File: src/timer2_pkg.sv
package timer2_pkg;

  // ****************************************************************
  // Register map
  // ****************************************************************
  localparam logic [7:0] ADDR_FLAGS = 8'h37;
  localparam logic [7:0] ADDR_ASYNC = 8'hB6;
  localparam logic [7:0] ADDR_CTL_A = 8'hB0;
  localparam logic [7:0] ADDR_CTL_B = 8'hB1;
  localparam logic [7:0] ADDR_COUNT = 8'hB2;
  localparam logic [7:0] ADDR_CMP_A = 8'hB3;
  localparam logic [7:0] ADDR_CMP_B = 8'hB4;
  localparam logic [7:0] ADDR_MASK = 8'h70;

  localparam logic [7:0] RESET_BYTE = 8'h00;
  localparam logic [2:0] RESET_FLAGS = 3'h0;
  localparam logic [4:0] RESET_BUSY = 5'h00;
  localparam logic [1:0] RESET_PAIR = 2'h0;

  // ****************************************************************
  // Field layouts
  // ****************************************************************
  localparam logic [7:0] CTL_A_RD_MASK = 8'hF3;
  localparam logic [7:0] CTL_B_RD_MASK = 8'h0F;
  localparam int FORCE_A_BIT = 7;
  localparam int FORCE_B_BIT = 6;
  localparam int WAVE_HIGH_BIT = 3;
  localparam int EXT_CLK_BIT = 6;
  localparam int ASYNC_SEL_BIT = 5;
  localparam int FLAG_W = 3;
  localparam int BUSY_W = 5;

  // Indices of the five holding/live register pairs and of their busy bits
  localparam int IDX_CTL_B = 0;
  localparam int IDX_CTL_A = 1;
  localparam int IDX_CMP_B = 2;
  localparam int IDX_CMP_A = 3;
  localparam int IDX_COUNT = 4;

  // ****************************************************************
  // Modes and encodings
  // ****************************************************************
  localparam logic [2:0] WAVE_FAST_TOP_A = 3'h7;
  localparam logic [1:0] WAVE_PC_LOW = 2'h1;
  localparam logic [1:0] WAVE_FAST_LOW = 2'h3;

  localparam logic [1:0] OUT_OFF = 2'h0;
  localparam logic [1:0] OUT_TOGGLE = 2'h1;
  localparam logic [1:0] OUT_CLEAR = 2'h2;
  localparam logic [1:0] OUT_SET = 2'h3;

  localparam logic [7:0] COUNT_MAX = 8'hFF;
  localparam logic [7:0] COUNT_BOTTOM = 8'h00;
  localparam logic [7:0] COUNT_ONE = 8'h01;

  localparam logic [2:0] PRESCALE_STOP = 3'h0;
  localparam logic [9:0] PRESCALE_ONE = 10'h001;
  // Low prescaler bits that must all be one for a tick, per select code
  localparam logic [7:0][9:0] PRESCALE_MASK = {
    10'h3FF, 10'h0FF, 10'h07F, 10'h03F, 10'h01F, 10'h007, 10'h000, 10'h000
  };

endpackage : timer2_pkg

File: src/async_timer2.sv
// Overview of operation
// RULE_01: Writing force-compare-B one applies a match to wave output B per its output mode.
// RULE_02: Force strobes act only in non-PWM modes; software writes zero otherwise.
// RULE_03: A forced compare sets no flag and never clears the counter.
// RULE_04: Force-compare-B always reads back as zero.
// RULE_05: Control register B bits five and four read as zero.
// RULE_06: Clock select: stop, undivided, then divide by 8,32,64,128,256,1024.
// RULE_07: The counter register reads and writes the live 8-bit count.
// RULE_08: A counter write blocks compare match on the next timer tick.
// RULE_09: Compare register A is compared continuously; match drives flag and output A.
// RULE_10: Compare register B is compared continuously; match drives flag and output B.
// RULE_11: External clock buffer enabled when both bits set; oscillator runs otherwise. Code: oscillator runs only with async select set.
// RULE_12: Async select picks I/O clock when zero, slow oscillator pin when one.
// RULE_13: Software rewrites all five timer registers after changing async select.
// RULE_14: Async counter write sets counter busy until loaded from holding register.
// RULE_15: Async compare writes set their own busy until transferred.
// RULE_16: Async control writes set their own busy until transferred.
// RULE_17: Software never writes an async register while its busy flag is set.
// RULE_18: Counter reads live value; compare and control reads return holding registers.
// RULE_19: Each enable with the global bit lets its flag request an interrupt.
// RULE_20: Compare-B flag sets on match with compare B; requests with enable and global.
// RULE_21: Compare-B flag clears on vector execution or by writing one.
// RULE_22: Compare-A flag sets on match with compare A; same clearing.
// RULE_23: Overflow flag sets on overflow, or at bottom reversal in phase correct PWM.
// RULE_24: Waveform mode combines control B high bit with control A low bits.
// RULE_25: Prescaler source follows async select; writes cross through holding registers.
module async_timer2 (
  input wire logic sys_clk,
  input wire logic rstn,
  input wire logic [7:0] regAddr,
  input wire logic [7:0] regWrData,
  input wire logic regWr,
  input wire logic regRd,
  output logic [7:0] regRdData,
  input wire logic slowOscPin,
  input wire logic globalIrqEn,
  input wire logic [2:0] vectorAck,
  output logic waveOutA,
  output logic waveOutB,
  output logic [2:0] irqReq,
  output logic extClockInputEn,
  output logic oscRunning
);

  // ****************************************************************
  // Register decode
  // ****************************************************************
  logic [3:0] wrPair;
  logic wrCount;
  logic wrFlags;
  logic wrAsync;
  logic wrMask;
  assign wrPair[timer2_pkg::IDX_CTL_B] = regWr && (regAddr == timer2_pkg::ADDR_CTL_B);
  assign wrPair[timer2_pkg::IDX_CTL_A] = regWr && (regAddr == timer2_pkg::ADDR_CTL_A);
  assign wrPair[timer2_pkg::IDX_CMP_B] = regWr && (regAddr == timer2_pkg::ADDR_CMP_B);
  assign wrPair[timer2_pkg::IDX_CMP_A] = regWr && (regAddr == timer2_pkg::ADDR_CMP_A);
  assign wrCount = regWr && (regAddr == timer2_pkg::ADDR_COUNT);
  assign wrFlags = regWr && (regAddr == timer2_pkg::ADDR_FLAGS);
  assign wrAsync = regWr && (regAddr == timer2_pkg::ADDR_ASYNC);
  assign wrMask = regWr && (regAddr == timer2_pkg::ADDR_MASK);

  // ****************************************************************
  // Clock source selection
  // ****************************************************************
  logic extClk_reg;
  logic asyncSel_reg;
  logic slowSync1_reg;
  logic slowSync2_reg;
  logic slowSync3_reg;
  logic slowLevel_reg;
  logic slowRise;
  logic srcTick;
  always_ff @(posedge sys_clk) begin
    if (!rstn) begin
      extClk_reg <= 1'b0;
      asyncSel_reg <= 1'b0;
    end else if (wrAsync) begin
      extClk_reg <= regWrData[timer2_pkg::EXT_CLK_BIT];
      asyncSel_reg <= regWrData[timer2_pkg::ASYNC_SEL_BIT];
    end
  end
  always_ff @(posedge sys_clk) begin
    if (!rstn) begin
      slowSync1_reg <= 1'b0;
      slowSync2_reg <= 1'b0;
      slowSync3_reg <= 1'b0;
      slowLevel_reg <= 1'b0;
    end else begin
      slowSync1_reg <= slowOscPin;
      slowSync2_reg <= slowSync1_reg;
      slowSync3_reg <= slowSync2_reg;
      if (slowSync2_reg == slowSync3_reg) begin
        slowLevel_reg <= slowSync3_reg;
      end
    end
  end
  assign slowRise = (slowSync2_reg == slowSync3_reg) && slowSync3_reg && !slowLevel_reg;
  assign srcTick = asyncSel_reg ? slowRise : 1'b1; // RULE_12 RULE_25
  always_ff @(posedge sys_clk) begin
    if (!rstn) begin
      extClockInputEn <= 1'b0;
      oscRunning <= 1'b0;
    end else begin
      extClockInputEn <= extClk_reg && asyncSel_reg; // RULE_11
      oscRunning <= asyncSel_reg && !extClk_reg; // RULE_11
    end
  end

  // ****************************************************************
  // Holding and live registers
  // ****************************************************************
  logic [7:0] hold_reg [4];
  logic [7:0] live_reg [4];
  logic [7:0] countHold_reg;
  logic [timer2_pkg::BUSY_W-1:0] busy_reg;
  logic [7:0] ctlA;
  logic [7:0] ctlB;
  logic [7:0] cmpA;
  logic [7:0] cmpB;
  for (genvar i = 0; i < 4; i++) begin : g_pair
    always_ff @(posedge sys_clk) begin
      if (!rstn) begin
        hold_reg[i] <= timer2_pkg::RESET_BYTE;
        live_reg[i] <= timer2_pkg::RESET_BYTE;
      end else begin
        if (wrPair[i]) begin
          hold_reg[i] <= regWrData;
        end
        if (wrPair[i] && !asyncSel_reg) begin
          live_reg[i] <= regWrData;
        end else if (busy_reg[i] && srcTick) begin
          live_reg[i] <= hold_reg[i]; // RULE_15 RULE_16 RULE_25
        end
      end
    end
  end
  assign ctlA = live_reg[timer2_pkg::IDX_CTL_A];
  assign ctlB = live_reg[timer2_pkg::IDX_CTL_B];
  assign cmpA = live_reg[timer2_pkg::IDX_CMP_A];
  assign cmpB = live_reg[timer2_pkg::IDX_CMP_B];
  always_ff @(posedge sys_clk) begin
    if (!rstn) begin
      countHold_reg <= timer2_pkg::RESET_BYTE;
    end else if (wrCount) begin
      countHold_reg <= regWrData;
    end
  end
  // A write in the same cycle as a transfer keeps the flag set
  always_ff @(posedge sys_clk) begin
    if (!rstn) begin
      busy_reg <= timer2_pkg::RESET_BUSY;
    end else begin
      for (int i = 0; i < timer2_pkg::BUSY_W; i++) begin
        if ((i == timer2_pkg::IDX_COUNT ? wrCount : wrPair[i[1:0]]) && asyncSel_reg) begin
          busy_reg[i] <= 1'b1; // RULE_14 RULE_15 RULE_16
        end else if (srcTick) begin
          busy_reg[i] <= 1'b0; // RULE_14 RULE_15 RULE_16
        end
      end
    end
  end

  // ****************************************************************
  // Prescaler
  // ****************************************************************
  logic [9:0] prescale_reg;
  logic [2:0] clockSel;
  logic [9:0] prescaleMask;
  logic timerTick;
  assign clockSel = ctlB[2:0];
  assign prescaleMask = timer2_pkg::PRESCALE_MASK[clockSel];
  always_ff @(posedge sys_clk) begin
    if (!rstn) begin
      prescale_reg <= 10'h000;
    end else if (srcTick) begin
      prescale_reg <= prescale_reg + timer2_pkg::PRESCALE_ONE;
    end
  end
  assign timerTick = srcTick && (clockSel != timer2_pkg::PRESCALE_STOP)
    && ((prescale_reg & prescaleMask) == prescaleMask); // RULE_06

  // ****************************************************************
  // Counter
  // ****************************************************************
  logic [2:0] waveMode;
  logic isPhase;
  logic isFast;
  logic [7:0] count_reg;
  logic countDown_reg;
  logic blockMatch_reg;
  logic countLoad;
  logic [7:0] topValue;
  logic atTop;
  logic matchA;
  logic matchB;
  logic overflow;
  assign waveMode = {ctlB[timer2_pkg::WAVE_HIGH_BIT], ctlA[1:0]}; // RULE_24
  assign isPhase = (waveMode[1:0] == timer2_pkg::WAVE_PC_LOW);
  assign isFast = (waveMode[1:0] == timer2_pkg::WAVE_FAST_LOW);
  assign topValue = waveMode[2] || (waveMode[1:0] == 2'h2) ? cmpA : timer2_pkg::COUNT_MAX; // RULE_24
  assign atTop = (count_reg == topValue);
  assign countLoad = (wrCount && !asyncSel_reg) || (busy_reg[timer2_pkg::IDX_COUNT] && srcTick);
  always_ff @(posedge sys_clk) begin
    if (!rstn) begin
      count_reg <= timer2_pkg::RESET_BYTE;
      countDown_reg <= 1'b0;
    end else if (wrCount && !asyncSel_reg) begin
      count_reg <= regWrData; // RULE_07
    end else if (busy_reg[timer2_pkg::IDX_COUNT] && srcTick) begin
      count_reg <= countHold_reg; // RULE_14
    end else if (timerTick) begin
      if (isPhase) begin
        if (!countDown_reg && atTop) begin
          countDown_reg <= 1'b1;
          count_reg <= count_reg - timer2_pkg::COUNT_ONE;
        end else if (countDown_reg && count_reg == timer2_pkg::COUNT_BOTTOM) begin
          countDown_reg <= 1'b0;
          count_reg <= count_reg + timer2_pkg::COUNT_ONE;
        end else if (countDown_reg) begin
          count_reg <= count_reg - timer2_pkg::COUNT_ONE;
        end else begin
          count_reg <= count_reg + timer2_pkg::COUNT_ONE;
        end
      end else begin
        countDown_reg <= 1'b0;
        count_reg <= atTop ? timer2_pkg::COUNT_BOTTOM : count_reg + timer2_pkg::COUNT_ONE;
      end
    end
  end
  always_ff @(posedge sys_clk) begin
    if (!rstn) begin
      blockMatch_reg <= 1'b0;
    end else if (countLoad) begin
      blockMatch_reg <= 1'b1; // RULE_08
    end else if (timerTick) begin
      blockMatch_reg <= 1'b0; // RULE_08
    end
  end
  assign matchA = timerTick && !blockMatch_reg && (count_reg == cmpA); // RULE_09 RULE_08
  assign matchB = timerTick && !blockMatch_reg && (count_reg == cmpB); // RULE_10 RULE_08
  assign overflow = timerTick && (isPhase
    ? (countDown_reg && count_reg == timer2_pkg::COUNT_BOTTOM)
    : (waveMode == timer2_pkg::WAVE_FAST_TOP_A ? atTop
      : count_reg == timer2_pkg::COUNT_MAX)); // RULE_23

  // ****************************************************************
  // Force strobes
  // ****************************************************************
  logic [1:0] forcePend_reg;
  logic forceFire;
  logic forceA;
  logic forceB;
  assign forceFire = !busy_reg[timer2_pkg::IDX_CTL_B] || srcTick;
  always_ff @(posedge sys_clk) begin
    if (!rstn) begin
      forcePend_reg <= timer2_pkg::RESET_PAIR;
    end else if (wrPair[timer2_pkg::IDX_CTL_B]) begin
      forcePend_reg <= {regWrData[timer2_pkg::FORCE_A_BIT], regWrData[timer2_pkg::FORCE_B_BIT]};
    end else if (forceFire) begin
      forcePend_reg <= timer2_pkg::RESET_PAIR;
    end
  end
  assign forceA = forcePend_reg[1] && forceFire && !isPhase && !isFast; // RULE_02
  assign forceB = forcePend_reg[0] && forceFire && !isPhase && !isFast; // RULE_01 RULE_02

  // ****************************************************************
  // Waveform outputs
  // ****************************************************************
  function automatic logic waveNext(input logic cur, input logic [1:0] outMode, input logic hit,
    input logic forced, input logic phase, input logic fast, input logic down,
    input logic wrapBottom, input logic toggleOk);
    logic result;
    result = cur;
    if (phase) begin
      if (hit && outMode[1]) begin
        result = outMode[0] ^ down;
      end else if (hit && outMode == timer2_pkg::OUT_TOGGLE && toggleOk) begin
        result = !cur;
      end
    end else if (fast) begin
      if (wrapBottom && outMode[1]) begin
        result = !outMode[0];
      end else if (hit && outMode[1]) begin
        result = outMode[0];
      end else if (hit && outMode == timer2_pkg::OUT_TOGGLE && toggleOk) begin
        result = !cur;
      end
    end else if (hit || forced) begin
      case (outMode)
        timer2_pkg::OUT_TOGGLE: result = !cur;
        timer2_pkg::OUT_CLEAR: result = 1'b0;
        timer2_pkg::OUT_SET: result = 1'b1;
        default: result = cur;
      endcase
    end
    return result;
  endfunction : waveNext
  logic wrapBottom;
  assign wrapBottom = timerTick && atTop;
  always_ff @(posedge sys_clk) begin
    if (!rstn) begin
      waveOutA <= 1'b0;
      waveOutB <= 1'b0;
    end else begin
      waveOutA <= waveNext(waveOutA, ctlA[7:6], matchA, forceA, isPhase, isFast,
        countDown_reg, wrapBottom, waveMode[2]); // RULE_09
      waveOutB <= waveNext(waveOutB, ctlA[5:4], matchB, forceB, isPhase, isFast,
        countDown_reg, wrapBottom, 1'b0); // RULE_01 RULE_10
    end
  end

  // ****************************************************************
  // Flags and interrupt requests
  // ****************************************************************
  logic [timer2_pkg::FLAG_W-1:0] flags_reg;
  logic [timer2_pkg::FLAG_W-1:0] mask_reg;
  logic [timer2_pkg::FLAG_W-1:0] flagSet;
  logic [timer2_pkg::FLAG_W-1:0] flagClear;
  // Forced compares never feed the flags
  assign flagSet = {matchB, matchA, overflow}; // RULE_03 RULE_20 RULE_22 RULE_23
  assign flagClear = vectorAck | (wrFlags ? regWrData[timer2_pkg::FLAG_W-1:0] : 3'h0);
  always_ff @(posedge sys_clk) begin
    if (!rstn) begin
      flags_reg <= timer2_pkg::RESET_FLAGS;
    end else begin
      flags_reg <= (flags_reg & ~flagClear) | flagSet; // RULE_21 RULE_22 RULE_23
    end
  end
  always_ff @(posedge sys_clk) begin
    if (!rstn) begin
      mask_reg <= timer2_pkg::RESET_FLAGS;
    end else if (wrMask) begin
      mask_reg <= regWrData[timer2_pkg::FLAG_W-1:0];
    end
  end
  always_ff @(posedge sys_clk) begin
    if (!rstn) begin
      irqReq <= timer2_pkg::RESET_FLAGS;
    end else begin
      irqReq <= flags_reg & mask_reg & {timer2_pkg::FLAG_W{globalIrqEn}}; // RULE_19 RULE_20
    end
  end

  // ****************************************************************
  // Read data
  // ****************************************************************
  always_ff @(posedge sys_clk) begin
    if (!rstn) begin
      regRdData <= timer2_pkg::RESET_BYTE;
    end else if (regRd) begin
      case (regAddr)
        timer2_pkg::ADDR_CTL_A:
          regRdData <= hold_reg[timer2_pkg::IDX_CTL_A] & timer2_pkg::CTL_A_RD_MASK; // RULE_18
        timer2_pkg::ADDR_CTL_B:
          regRdData <= hold_reg[timer2_pkg::IDX_CTL_B] & timer2_pkg::CTL_B_RD_MASK; // RULE_04 RULE_05
        timer2_pkg::ADDR_CMP_A: regRdData <= hold_reg[timer2_pkg::IDX_CMP_A]; // RULE_18
        timer2_pkg::ADDR_CMP_B: regRdData <= hold_reg[timer2_pkg::IDX_CMP_B]; // RULE_18
        timer2_pkg::ADDR_COUNT: regRdData <= count_reg; // RULE_07 RULE_18
        timer2_pkg::ADDR_ASYNC: regRdData <= {1'b0, extClk_reg, asyncSel_reg, busy_reg};
        timer2_pkg::ADDR_FLAGS: regRdData <= {5'h00, flags_reg};
        timer2_pkg::ADDR_MASK: regRdData <= {5'h00, mask_reg};
        default: regRdData <= timer2_pkg::RESET_BYTE;
      endcase
    end else begin
      regRdData <= timer2_pkg::RESET_BYTE;
    end
  end
endmodule : async_timer2

File: config.mk
export PLATFORM = sky130hd
export DESIGN_NAME = async_timer2
export DESIGN_NICKNAME = d
export VERILOG_FILES = /design/src/timer2_pkg.sv /design/src/async_timer2.sv
export SDC_FILE = /design/constraint.sdc
export NUM_CORES = 1
export LEC_CHECK = 0
export CORE_ASPECT_RATIO = 1.1
export CORE_UTILIZATION = 45
export DETAILED_ROUTE_END_ITERATION = 8
export DONT_BUFFER_PORTS = 1
export HOLD_SLACK_MARGIN = 0.12
export PLACE_DENSITY = 0.57
export SLEW_MARGIN = 0
export SYNTH_ARGS = -nofsm -noshare
export SYNTH_HDL_FRONTEND = slang
export SYNTH_SLANG_ARGS = --single-unit
File: constraint.sdc
create_clock -name sys_clk -period 2.7 [get_ports sys_clk]
set_input_delay 0.405 -clock sys_clk [delete_from_list [all_inputs] [get_ports sys_clk]]
set_output_delay 0.405 -clock sys_clk [all_outputs]
set_load 0.05 [all_outputs]
### Word-level counts from Yosys, hierarchy flattened

Memories as Yosys holds them, arrays and structs flattened.
Index checks and enable logic that the tools add are counted.
W data, S select, Z words.

| storage, ports and cells | value |
|---|---|
| bits in registers | 62 |
| RAM bits | 64 |
| bits in read-only memories | 80 |
| output and inout bits | 15 |
| logic and storage cells | 261 |
| memories kept | 3 |

Memory list:

| name | words | width | read ports | clocked after memory_dff | wr ports | RTL line | text |
|---|---|---|---|---|---|---|---|
| (name not given) | 8 | 10 | 1 | 0 | 0 | async_timer2.sv:171 | `assign prescaleMask = timer2_pkg::PRESCALE_MASK[clockSel];` |
| hold_reg | 4 | 8 | 4 | 0 | 4 | async_timer2.sv:112 | `logic [7:0] hold_reg [4];` |
| live_reg | 4 | 8 | 4 | 0 | 4 | async_timer2.sv:113 | `logic [7:0] live_reg [4];` |

| cells by class | value |
|---|---|
| $add $sub $neg | 3 |
| magnitude comparators | 1 |
| equal/unequal tests | 27 |
| mux-type cells | 96 |
| bitwise operators | 23 |
| reduce and logical (&&, ||, !) cells | 83 |

Operators by type and width:

| kind | count |
|---|---|
| $mux W8 | 21 |
| $mux W1 | 68 |
| $pmux W8 S8 | 1 |
| $eq A8 B8 Y1 const B | 7 |
| $logic_and A1 B1 Y1 | 48 |
| $eq A8 B8 Y1 | 3 |
| $reduce_bool A2 Y1 | 7 |
| $eq A2 B2 Y1 const B | 6 |
| $logic_not A1 Y1 | 12 |
| $or A1 B1 Y1 | 12 |
| $reduce_bool A3 Y1 | 4 |
| $add A10 B1 Y10 const B | 1 |
| $and A10 B10 Y10 | 1 |
| $eq A10 B10 Y1 | 1 |
| $mux W10 | 1 |
| $reduce_bool A5 Y1 | 2 |
| $and A3 B3 Y3 | 3 |
| $add A8 B1 Y8 const B | 1 |
| $eq A8 B6 Y1 const B | 1 |
| $eq A8 B7 Y1 const B | 1 |
| $logic_not A8 Y1 | 1 |
| $reduce_and A4 Y1 | 2 |
| $sub A8 B1 Y8 const B | 1 |
| $eq A2 B1 Y1 const B | 3 |
| other kinds (14) | 25 |

### Depth between registers and ports, before layout

| depth | value |
|---|---|
| depth after elaboration | 15 |
| gate-level depth with buffers | 11 |
| mapped depth without buffers | 9 |

### Worst setup path after synthesis

No wires, ideal clock.

| timing path | value |
|---|---|
| path kind | input to register |
| start | input regAddr[3] |
| end | memory live_reg[2][0] (enable) |
| arrival | 2009 ps |
| data required time | 2316 ps |
| path slack | 307 ps |
| cell stages on the path | 7 |
| buffers on the path | 2 |
| cells stage by stage | and3b_1 -> buf_2 -> and2_1 -> and3_1 -> clkbuf_1 -> a21oi_1 -> o21ai_0 |

RTL lines:

| element | RTL line | text |
|---|---|---|
| start, declared | async_timer2.sv:30 | `input wire logic [7:0] regAddr,` |
| end, declared | async_timer2.sv:113 |  |

==> flow_summary.json <==
{
  "postSynth.asyncResetShare_pct": 0,
  "antenna_found_initial": 0,
  "clock-sinks": 114,
  "die_x_um": 114,
  "arrival_ns": 2.84,
  "dr.pass1.iters": 7,
  "max_cap_viol_count": 0,
  "synth_edf_count": 52,
  "fin_setup_tns_ns": 0,
  "yosysWarningCount": 0,
  "worstPathMaxFanout": 7,
  "netlist_instances": 671,
  "gp_congestion": 1.03,
  "ir_drop_mv": 0.348,
  "worst_setup_path_start_kind": "flop",
  "antennaDiodeCount": 0,
  "synth_area_um2": 6190,
  "grt_pass1_vias": 5157,
  "ioPinCount": 40,
  "die_h_um": 125,
  "drive_above_1_share_pct": 12.0,
  "clock_latency_ns": 0.42,
  "fmax_mhz": 387,
  "dieArea_um2": 14200,
  "finalCritPeriodShare_pct": 95.7,
  "row_count": 44,
  "hp-start": "slowOscPin",
  "n_fill_cell": 1279,
  "timing.hold.ws_ns": 0.127,
  "ant_nets": 0,
  "synth_most_common_cell": "nand2_1",
  "coreArea_um2": 13300,
  "grt_overflow": 0,
  "ctsResizeCount": 0,
  "routedWlPerCell_um": 21.4,
  "powerDensity_nw_per_um2": 625,
  "critical_path.startpoint": "live_reg[1][1]",
  "synth_top_area_share_pct": 25.2,
  "hpwl_um": 13500,
  "port_buffers": 0,
  "grt_pass1_wl_um": 29300,
  "rsz0062_at_grt": "no",
  "seq_area_frac_synth_pct": 45.3,
  "numCtsBuffers": 17,
  "tightestPinTransition_ns": 0.688,
  "nNetsFinal": 700,
  "drc": 0,
  "end_kind": "flop",
  "cts_root_buf": "clkbuf_16",
  "clk_pin_slew_worst_paths_ns": 0.06,
  "cts_setup_buffers": 0,
  "start_util_pct": 46.4,
  "slew_headroom_pct": 54.0,
  "crit_type": "flop to flop",
  "synth-main-ff-cell": "dfxtp_1",
  "yosys-top-cells-count": "nand2_1, dfxtp_1, edfxtp_1, a21oi_1, nor2_1",
  "finClkSkew_ns": 0.0120,
  "htreeDepth": 4,
  "synthesis.nets": 700,
  "synth.area.top_cells": "edfxtp_1, dfxtp_1, nand2_1, a21oi_1, a22o_1",
  "ys_ff_latch": 114,
  "setup_ws_ns": 0.117,
  "post-place-ws_ns": 0.130,
  "netlist.top_cell.by_area": "edfxtp_1",
  "worstPathRequired_ns": 2.95,
  "whs_path_depth": 1,
  "grt_max_degree": 38,
  "total_power_mw": 4.38,
  "wirelength_um": 18600,
  "utilization_pct": 52.5,
  "area.growth.synth_to_final_pct": 13.2,
  "slew_viol_final": 0,
  "p_leak_nw": 2.53,
  "r2r_cells": 7,
  "r2r-start": "live_reg[1][1]",
  "routed_via_density": 6.09,
  "synth.distinct_cells": 71,
  "setup_violations": 0,
  "cts_tree": "yes",
  "avgSynthCellArea_um2": 9.22,
  "final.min_clock_period_ns": 2.58,
  "vias": 5288,
  "ctsHoldBuffers": 1,
  "hp-class": "input pin to flop",
  "clockBufferDepth": 2,
  "hold_violations": 0,
  "grtUsageTotal_pct": 27.4,
  "status": "complete, no violations",
  "drt_iter0_drc": 529
}
## logic make-up (layout without fill, tap and decap cells)
kind of cell,Yosys count,after routing,synth area share [%]
muxes,11,11,2.02
xor gates and xnor gates,25,25,3.54
and+or+nand+nor,273,273,23.1
buffers and inverters,67,80,5.08
DFF,114,114,45.3
AOI/OAI and AO/OA,177,177,20.2
adders and majority gates,4,4,0.809
## layout by cell type, fill, tap and decap left out, types with 24 or more instances in the layout
master / n
nand2_1: 77
nor2_1: 42
a21oi_1: 49
and2_1: 36
nand3_1: 29
and3_1: 24
buf_4: 33
dfxtp_1: 62
a22o_1: 28
edfxtp_1: 52
## critical path, cell delays in order (launching register included)
cell,delay (ns)
edfxtp_1,0.46
a21oi_1,0.44
mux2_4,0.40
a41oi_4,0.35
mux2i_1,0.39
nand3_1,0.12
a21oi_1,0.12
o21ai_0,0.14
## cell type report
cell class | instances | area (um^2) | area share (%)
inverters | 14 | 52.6 | 0.751
flip-flops and latches | 114 | 2800 | 40.0
multi-input cells | 490 | 3070 | 43.8
well taps | 184 | 230 | 3.29
clock inverters | 12 | 141 | 2.02
clock buffers | 20 | 447 | 6.38
repair buffers | 34 | 258 | 3.68
## worst paths after layout
check | endpoint | slack [ns]
max | count_reg[2] | 0.12
min | slowSync1_reg | 0.13
max reg2reg | count_reg[2] | 0.12
min reg2reg | slowSync2_reg | 0.43
## routing by layer
metal / track usage [%] / wire length (um) / up-vias
li1: - / - / 2463
met3: 5.67 / 1230 / 48
met4: 11.2 / 684 / 0
met2: 42.8 / 8480 / 236
met5: 0 / 0 / -
met1: 37.0 / 8160 / 2541
## stage by stage
stage / instance area, um^2 / instances
floorplan: 6190 / 671
detailed placement: 6400 / 835
CTS: 7000 / 868
finish: 7000 / 868
global placement: 6400 / 835
global route: 7000 / 868
## where the power goes
| part | total [mW] | internal, mW | switching [mW] |
|---|---|---|---|
| registers | 1.90 | 1.86 | 0.0464 |
| logic | 0.240 | 0.0968 | 0.143 |
| clock network | 2.24 | 1.46 | 0.776 |
No activity file was read; power rests on OpenSTA's default activity.
